`src/core/fsc_defines.vh`:
```
// Constants for the flash command host controller
`ifndef FSC_DEFINES_VH
`define FSC_DEFINES_VH
`define FSC_CMD_QUERY 8'h98
`define FSC_CMD_READ_ARRAY 8'hFF
`define FSC_CMD_READ_STATUS 8'h70
`define FSC_CMD_CLEAR_STATUS 8'h50
`define FSC_CMD_PROGRAM 8'h40
`define FSC_CMD_ERASE 8'h20
`define FSC_CMD_CONFIRM 8'hD0
`define FSC_CMD_SUSPEND 8'hB0
`define FSC_CMD_RESUME 8'hD0
`define FSC_REG_CTRL 4'h0
`define FSC_REG_ADDR 4'h1
`define FSC_REG_WDATA 4'h2
`define FSC_REG_RDATA 4'h3
`define FSC_REG_STAT 4'h4
`define FSC_OP_READ 3'h0
`define FSC_OP_QUERY 3'h1
`define FSC_OP_STATUS 3'h2
`define FSC_OP_CLEAR 3'h3
`define FSC_OP_PROGRAM 3'h4
`define FSC_OP_ERASE 3'h5
`define FSC_OP_SUSPEND 3'h6
`define FSC_OP_RESUME 3'h7
`define FSC_STAT_READY 7
`define FSC_STAT_ERASE_FAIL 5
`define FSC_STAT_PROG_FAIL 4
`define FSC_STAT_SUPPLY 3
`define FSC_STAT_SUSPENDED 2
`define FSC_STAT_LOCKED 1
`define FSC_STAT_RESET 8'h80
`define FSC_STROBE_NS 200
`define FSC_CLK_NS 100
`define FSC_STROBE_CYC (((`FSC_STROBE_NS) + (`FSC_CLK_NS) - 1) / (`FSC_CLK_NS))
`endif

```
`src/core/fsc_host.v`:
```
// Host controller driving an asynchronous NOR flash through its bus pins
//
// Design decisions made here: the address map and the AXI4-Lite interface to the registers.
`timescale 1ns/1ps
`include "fsc_defines.vh"
module fsc_host #(
	parameter AW = 22,
	parameter STROBE_CYC = `FSC_STROBE_CYC
) (
	input wire aclk,
	input wire aresetn,
	input wire [31:0] s_axi_awaddr,
	input wire s_axi_awvalid,
	output reg s_axi_awready,
	input wire [31:0] s_axi_wdata,
	input wire [3:0] s_axi_wstrb,
	input wire s_axi_wvalid,
	output reg s_axi_wready,
	output reg [1:0] s_axi_bresp,
	output reg s_axi_bvalid,
	input wire s_axi_bready,
	input wire [31:0] s_axi_araddr,
	input wire s_axi_arvalid,
	output reg s_axi_arready,
	output reg [31:0] s_axi_rdata,
	output reg [1:0] s_axi_rresp,
	output reg s_axi_rvalid,
	input wire s_axi_rready,
	output reg [AW-1:0] flash_addr,
	input wire [15:0] flash_dq_i,
	output reg [15:0] flash_dq_o,
	output reg flash_dq_oe,
	output reg chip_select_n,
	output reg output_enable_n,
	output reg write_enable_n,
	output reg reset_powerdown_n
);
	localparam S_IDLE = 3'd0;
	localparam S_SETUP = 3'd1;
	localparam S_PULSE = 3'd2;
	localparam S_GAP = 3'd3;
	localparam S_DONE = 3'd4;

	reg [2:0] state_q;
	reg [7:0] cnt_q;
	reg [1:0] phase_q;
	reg is_read_q;
	reg [15:0] cyc_data_q;
	reg [AW-1:0] addr_q;
	reg [15:0] wdata_q;
	reg [15:0] rdata_q;
	reg [2:0] op_q;
	reg busy_q;
	reg suspended_q;
	reg [15:0] dq_s1_q;
	reg [15:0] dq_s2_q;
	reg aw_got_q;
	reg w_got_q;
	reg [3:0] aw_idx_q;
	reg [31:0] w_data_q;

	// Number of bus cycles each operation needs; program and erase use two writes
	function [1:0] op_cycles;
		input [2:0] op;
		begin
			case (op)
			`FSC_OP_PROGRAM, `FSC_OP_ERASE: op_cycles = 2'd2;
			`FSC_OP_QUERY, `FSC_OP_STATUS, `FSC_OP_READ: op_cycles = 2'd2;
			default: op_cycles = 2'd1;
			endcase
		end
	endfunction

	// Command byte for the first bus cycle of each operation
	function [7:0] op_code;
		input [2:0] op;
		begin
			case (op)
			`FSC_OP_READ: op_code = `FSC_CMD_READ_ARRAY;
			`FSC_OP_QUERY: op_code = `FSC_CMD_QUERY;
			`FSC_OP_STATUS: op_code = `FSC_CMD_READ_STATUS;
			`FSC_OP_CLEAR: op_code = `FSC_CMD_CLEAR_STATUS;
			`FSC_OP_PROGRAM: op_code = `FSC_CMD_PROGRAM;
			`FSC_OP_ERASE: op_code = `FSC_CMD_ERASE;
			`FSC_OP_SUSPEND: op_code = `FSC_CMD_SUSPEND;
			default: op_code = `FSC_CMD_RESUME;
			endcase
		end
	endfunction

	wire aw_hs = s_axi_awvalid & s_axi_awready;
	wire w_hs = s_axi_wvalid & s_axi_wready;
	wire do_write = (aw_got_q | aw_hs) & (w_got_q | w_hs) & ~s_axi_bvalid;
	wire [3:0] aw_idx = aw_hs ? s_axi_awaddr[5:2] : aw_idx_q;
	wire [31:0] wd = w_hs ? s_axi_wdata : w_data_q;
	wire start = do_write && (aw_idx == `FSC_REG_CTRL) && (state_q == S_IDLE) && wd[3];
	wire [3:0] rd_idx = s_axi_araddr[5:2];
	wire is_status_rd = (op_q == `FSC_OP_STATUS);

	always @(posedge aclk) begin
		if (!aresetn) begin
			s_axi_awready <= 1'b0;
			s_axi_wready <= 1'b0;
			s_axi_bvalid <= 1'b0;
			s_axi_bresp <= 2'b00;
			s_axi_arready <= 1'b0;
			s_axi_rvalid <= 1'b0;
			s_axi_rdata <= 32'h0000_0000;
			s_axi_rresp <= 2'b00;
			aw_got_q <= 1'b0;
			w_got_q <= 1'b0;
			aw_idx_q <= 4'h0;
			w_data_q <= 32'h0000_0000;
			addr_q <= {AW{1'b0}};
			wdata_q <= 16'hFFFF;
			reset_powerdown_n <= 1'b0;
		end else begin
			s_axi_awready <= ~aw_got_q & ~aw_hs & ~s_axi_bvalid;
			s_axi_wready <= ~w_got_q & ~w_hs & ~s_axi_bvalid;
			if (aw_hs) begin
				aw_got_q <= 1'b1;
				aw_idx_q <= s_axi_awaddr[5:2];
			end
			if (w_hs) begin
				w_got_q <= 1'b1;
				w_data_q <= s_axi_wdata;
			end
			if (do_write) begin
				aw_got_q <= 1'b0;
				w_got_q <= 1'b0;
				s_axi_bvalid <= 1'b1;
				s_axi_bresp <= 2'b00;
				case (aw_idx)
				`FSC_REG_CTRL: begin
					// Holding the pin low while suspended would abort the program
					if (!suspended_q || wd[4])
						reset_powerdown_n <= wd[4];
				end
				`FSC_REG_ADDR: addr_q <= wd[AW-1:0];
				`FSC_REG_WDATA: wdata_q <= wd[15:0];
				default: s_axi_bresp <= 2'b10;
				endcase
			end else if (s_axi_bvalid && s_axi_bready) begin
				s_axi_bvalid <= 1'b0;
			end
			s_axi_arready <= ~s_axi_rvalid & ~(s_axi_arvalid & s_axi_arready);
			if (s_axi_arvalid && s_axi_arready) begin
				s_axi_arready <= 1'b0;
				s_axi_rvalid <= 1'b1;
				s_axi_rresp <= 2'b00;
				case (rd_idx)
				`FSC_REG_CTRL: s_axi_rdata <= {27'h0, reset_powerdown_n, 1'b0, op_q};
				`FSC_REG_ADDR: s_axi_rdata <= {{(32-AW){1'b0}}, addr_q};
				`FSC_REG_WDATA: s_axi_rdata <= {16'h0000, wdata_q};
				`FSC_REG_RDATA: s_axi_rdata <= {16'h0000, rdata_q};
				`FSC_REG_STAT: s_axi_rdata <= {24'h0, 5'h0, suspended_q, busy_q,
						state_q != S_IDLE};
				default: begin
					s_axi_rdata <= 32'h0000_0000;
					s_axi_rresp <= 2'b10;
				end
				endcase
			end else if (s_axi_rvalid && s_axi_rready) begin
				s_axi_rvalid <= 1'b0;
			end
		end
	end

	// Pin sampling through two stages before use
	always @(posedge aclk) begin
		if (!aresetn) begin
			dq_s1_q <= 16'h0000;
			dq_s2_q <= 16'h0000;
		end else begin
			dq_s1_q <= flash_dq_i;
			dq_s2_q <= dq_s1_q;
		end
	end

	// Bus cycle sequencer; every cycle deasserts both strobes so each status
	// poll sees a fresh latch edge; reads stretch two cycles for the synchroniser
	always @(posedge aclk) begin
		if (!aresetn) begin
			state_q <= S_IDLE;
			cnt_q <= 8'h00;
			phase_q <= 2'd0;
			is_read_q <= 1'b0;
			cyc_data_q <= 16'h0000;
			op_q <= `FSC_OP_READ;
			rdata_q <= 16'h0000;
			busy_q <= 1'b0;
			suspended_q <= 1'b0;
			flash_addr <= {AW{1'b0}};
			flash_dq_o <= 16'h0000;
			flash_dq_oe <= 1'b0;
			chip_select_n <= 1'b1;
			output_enable_n <= 1'b1;
			write_enable_n <= 1'b1;
		end else begin
			case (state_q)
			S_IDLE: begin
				if (start) begin
					op_q <= wd[2:0];
					phase_q <= 2'd0;
					is_read_q <= 1'b0;
					cyc_data_q <= {8'h00, op_code(wd[2:0])};
					flash_addr <= addr_q;
					state_q <= S_SETUP;
				end
			end
			S_SETUP: begin
				chip_select_n <= 1'b0;
				flash_dq_oe <= ~is_read_q;
				flash_dq_o <= cyc_data_q;
				cnt_q <= is_read_q ? STROBE_CYC[7:0] + 8'h02 : STROBE_CYC[7:0];
				state_q <= S_PULSE;
			end
			S_PULSE: begin
				if (is_read_q)
					output_enable_n <= 1'b0;
				else
					write_enable_n <= 1'b0;
				if (cnt_q == 8'h00) begin
					if (is_read_q)
						rdata_q <= is_status_rd ? {8'h00, dq_s2_q[7:0]} : dq_s2_q;
					output_enable_n <= 1'b1;
					write_enable_n <= 1'b1;
					state_q <= S_GAP;
				end else begin
					cnt_q <= cnt_q - 8'h01;
				end
			end
			S_GAP: begin
				chip_select_n <= 1'b1;
				flash_dq_oe <= 1'b0;
				phase_q <= phase_q + 2'd1;
				if (phase_q + 2'd1 < op_cycles(op_q)) begin
					// Second cycle: data write, confirm write, or a read
					is_read_q <= (op_q != `FSC_OP_PROGRAM) && (op_q != `FSC_OP_ERASE);
					cyc_data_q <= (op_q == `FSC_OP_ERASE) ? {8'h00, `FSC_CMD_CONFIRM} :
						wdata_q;
					state_q <= S_SETUP;
				end else begin
					state_q <= S_DONE;
				end
			end
			S_DONE: begin
				case (op_q)
				`FSC_OP_PROGRAM, `FSC_OP_ERASE, `FSC_OP_RESUME: begin
					busy_q <= 1'b1;
					suspended_q <= 1'b0;
				end
				`FSC_OP_SUSPEND: suspended_q <= busy_q;
				`FSC_OP_STATUS: begin
					// Poll result: ready ends the operation, whether or not suspension is reported
					if (rdata_q[`FSC_STAT_READY])
						busy_q <= 1'b0;
					if (rdata_q[`FSC_STAT_READY] && busy_q)
						suspended_q <= rdata_q[`FSC_STAT_SUSPENDED];
				end
				default: begin
				end
				endcase
				state_q <= S_IDLE;
			end
			default: state_q <= S_IDLE;
			endcase
		end
	end
endmodule

```
`config.mk`:
```
export PLATFORM = sky130hd
export DESIGN_NAME = fsc_host
export DESIGN_NICKNAME = d
export VERILOG_FILES = /design/src/core/fsc_host.v
export VERILOG_INCLUDE_DIRS = /design/src /design/src/core
export SDC_FILE = /design/constraint.sdc
export NUM_CORES = 1
export LEC_CHECK = 0
export ABC_AREA = 0
export BUFFER_PORTS_ARGS = -buffer_cell sky130_fd_sc_hd__buf_4
export CAP_MARGIN = 20
export CORE_MARGIN = 5
export CORE_UTILIZATION = 40
export CTS_BUF_LIST = sky130_fd_sc_hd__clkbuf_8
export CTS_CLUSTER_SIZE = 14
export DETAILED_ROUTE_END_ITERATION = 10
export PLACE_DENSITY_LB_ADDON = 0.12
export RECOVER_POWER = 50
export SLEW_MARGIN = 20
export SYNTH_ARGS = -nofsm -noshare
export SYNTH_HDL_FRONTEND = slang
export SYNTH_SLANG_ARGS = --single-unit
```
`constraint.sdc`:
```
create_clock -name aclk -period 2.9 [get_ports aclk]
set_input_delay 0.58 -clock aclk [delete_from_list [all_inputs] [get_ports aclk]]
set_output_delay 0.58 -clock aclk [all_outputs]
set_load 0.01 [all_outputs]
```
==> impl_metrics.ini <==
[grt]
antenna_found_initial = 0
grt_pass1_wl_um = 34400
grt_usage_pct = 17.4
grt_pass1_vias = 6367
grt-ovfl-total = 0
grt_max_degree = 69

[placed_design]
numPortBuffers = 124
dpl-instance-area_um2 = 9780
dp_cells = 1264
hpwl_um = 15100
place.gp.congestion = 0.740

[status]
status = finished, final reports clean

[cells_and_area]
fillCellCount = 2107
drive_gt1_share_pct = 17.2
multi_input_area_um2 = 3860
final_cell_mix = dfxtp_1, nand2_1, nor2_1
stdcell_area_um2 = 10300
syn_to_final_growth_pct = 19.0
num_antenna_cells = 0
fin_cells = 1333
seq_area_um2 = 4420
final_common_cell = dfxtp_1
nets = 1158

[clock_tree]
cts_resized = 0
clkTransAtPathRegs_ns = 0.06
clock_latency_ns = 0.52
postCtsSetupBuffers = 0
cts_max_level = 2
clock-sinks = 221
clk_path_buf_depth = 3
cts_tree = built
cts_hold_buffers = 0
clock-root-buffer = clkbuf_8
cts_buffers = 39

[detailed_routing]
avgViaCountPerCell = 4.87
wire_per_inst_um = 16.3
drt-total-wl_um = 21800
vias = 6492
post-route-drc-count = 0
ant_nets = 0
detail_route.first_pass.iterations = 4
drtIter0Drc = 362

[timing]
rsz0062_at_grt = false
worstMarginPinSlew_ns = 1.40
setup_viol = 0
drv_slew = 0
fin_tns_setup_ns = 0
period_needed_ns = 2.50
max_freq_mhz = 400
fin_hold_ws_ns = 0.265
period_share_pct = 86.2
relSlewSlack_pct = 6.97
hold_viol_final = 0
final.setup_skew_ns = 0.0155

[power_and_ir_drop]
p_sw_share_pct = 24.8
p_leak_nw = 4.06
p_seq_share_pct = 47.7
cellPowerDensity_nw_per_um2 = 650
power_frac_clock_pct = 42.8
power.switching_w = 0.00166
power.internal_w = 0.00504
power_w = 0.00670
ir_drop_v = 0.000356
combinationalPowerShare_pct = 9.5

[floorplan]
io-pin-count = 207
num_rows = 53
core-area_um2 = 21200
die_x_um = 157
start_util_pct = 40.9
die_y_um = 157
die_area_um2 = 24700

[min_path]
hold-path-cell-count = 2
hold_class = input port to flip-flop

[yosys]
async_flop_share_pct = 0
synth_cell_type_count = 61
yosysTopAreaCell = dfxtp_1
synth_cells = 903
synthTopCellsByArea = dfxtp_1, mux2i_1, nand2_1
synth_edf_count = 0
synth_ff_type = dfxtp_1
synth_top_area_share_pct = 51.1
avgSynthCellArea_um2 = 9.59
synth-seq-area-share_pct = 51.1
netlist_area_um2 = 8660
yosys_warnings = 0
synth_seq_cells = 221

[critical_path]
required_ns = 3.31
cp_slowest_cell = nor4_4
crit_path_start_kind = flip-flop
crit_arrival_ns = 2.91
path_max_fanout = 12
end_kind = flip-flop
max_stage_delay_ns = 0.66
r2r_cells = 6
critical_path_class = flip-flop to flip-flop
cp_cell_sequence = a21oi_2 -> or3_4 -> nor4_4 -> buf_4 -> a211oi_1 -> a2111oi_2

[job]
max-cap-violations = 0
==> logic make-up (layout without fill, tap and decap cells) <==
logic type                 after synthesis  in the layout  synth area share (%)
AOI/OAI and AO/OA                      148            148                  11.6
xor gates and xnor gates                 7              7                 0.708
adders and majority gates                5              5                 0.723
buffers and inverters                   80            224                  4.74
DFF                                    221            221                  51.1
muxes                                  102            102                  12.5
other                                    1             12                0.0433
and+or+nand+nor                        339            339                  18.5
==> worst max-delay path: cells and delay by family, from the launching register on <==
family	cells	cell delay (ns)
buffers and inverters	1	0.33
AND/OR/NAND/NOR	2	1.10
flip-flops	1	0.46
AO/OA/AOI/OAI	3	0.51
==> sequential cells by signal, summed over array words and instances (netlist names), 16 cells and up <==
register,cells
s_axi_rdata,22
addr_q,22
wdata_q,16
flash_addr,22
cyc_data_q,16
dq_s1_q,16
w_data_q,22
flash_dq_o,16
rdata_q,16
dq_s2_q,16
==> synth_stat cells (all sizes together), types with 2 or more instances <==
cell	number
nand3	24
nand3b	2
a211oi	14
nor2b	6
o21a	2
nor4	4
nand4	3
a22o	6
and3	3
o21ai	22
dfxtp	221
ha	5
mux4	2
o221ai	3
buf	31
mux2i	74
xor2	6
nand2b	5
o211ai	5
or2	2
nand2	115
nor3	15
nor3b	3
a21oi	62
a31oi	4
o221a	4
mux2	26
clkbuf	39
inv	10
nor2	100
and2	52
a21boi	3
a22oi	14
==> final timing paths <==
kind,from,endpoint,slack [ns]
worst max-delay path,s_axi_wready$_SDFF_PN0_,state_q[0]$_SDFFE_PN0P_,0.40
worst min-delay path,flash_dq_i[0],dq_s1_q[0]$_SDFF_PN0_,0.26
worst max register to register,s_axi_wready$_SDFF_PN0_,state_q[0]$_SDFFE_PN0P_,0.40
worst min register to register,dq_s1_q[5]$_SDFF_PN0_,dq_s2_q[5]$_SDFF_PN0_,0.43
==> routing by layer <==
metal | global-route usage [%] | vias to the layer above | share of wire (%)
met5 | 0 | - | 0
met4 | 5.08 | 0 | 1.8
met3 | 3.41 | 30 | 4.9
met2 | 26.8 | 139 | 45
met1 | 24.9 | 3001 | 48
li1 | - | 3322 | -
==> cell type report <==
type / count / area share [%]
tap: 275 / 3.34
multi-input combinational: 613 / 37.5
inverter: 10 / 0.364
sequential: 221 / 42.9
clock buffer: 54 / 7.21
clock inverter: 15 / 0.559
timing repair buffer: 145 / 8.08
==> power by group through the flow <==
stage	sequential, W	combinational, W	clock (W)
6_report	0.00320	0.000636	0.00287
5_1_grt	0.00321	0.000705	0.00310
4_1_cts	0.00320	0.000660	0.00294
3_5_place_dp	0.00326	0.000658	0
3_3_place_gp	0.00326	0.000656	0
2_1_floorplan	0.00325	0.000443	0
==> through the flow <==
| step | worst slack [ns] | util (%) |
|---|---|---|
| 2_1_floorplan | 0.522 | - |
| 3_3_place_gp | 0.238 | 46.3 |
| 3_5_place_dp | 0.217 | 46.3 |
| 4_1_cts | 0.411 | 50.0 |
| 5_1_grt | 0.190 | 48.7 |
| 6_report | 0.399 | 48.7 |
(Power assumes the default switching activity.)
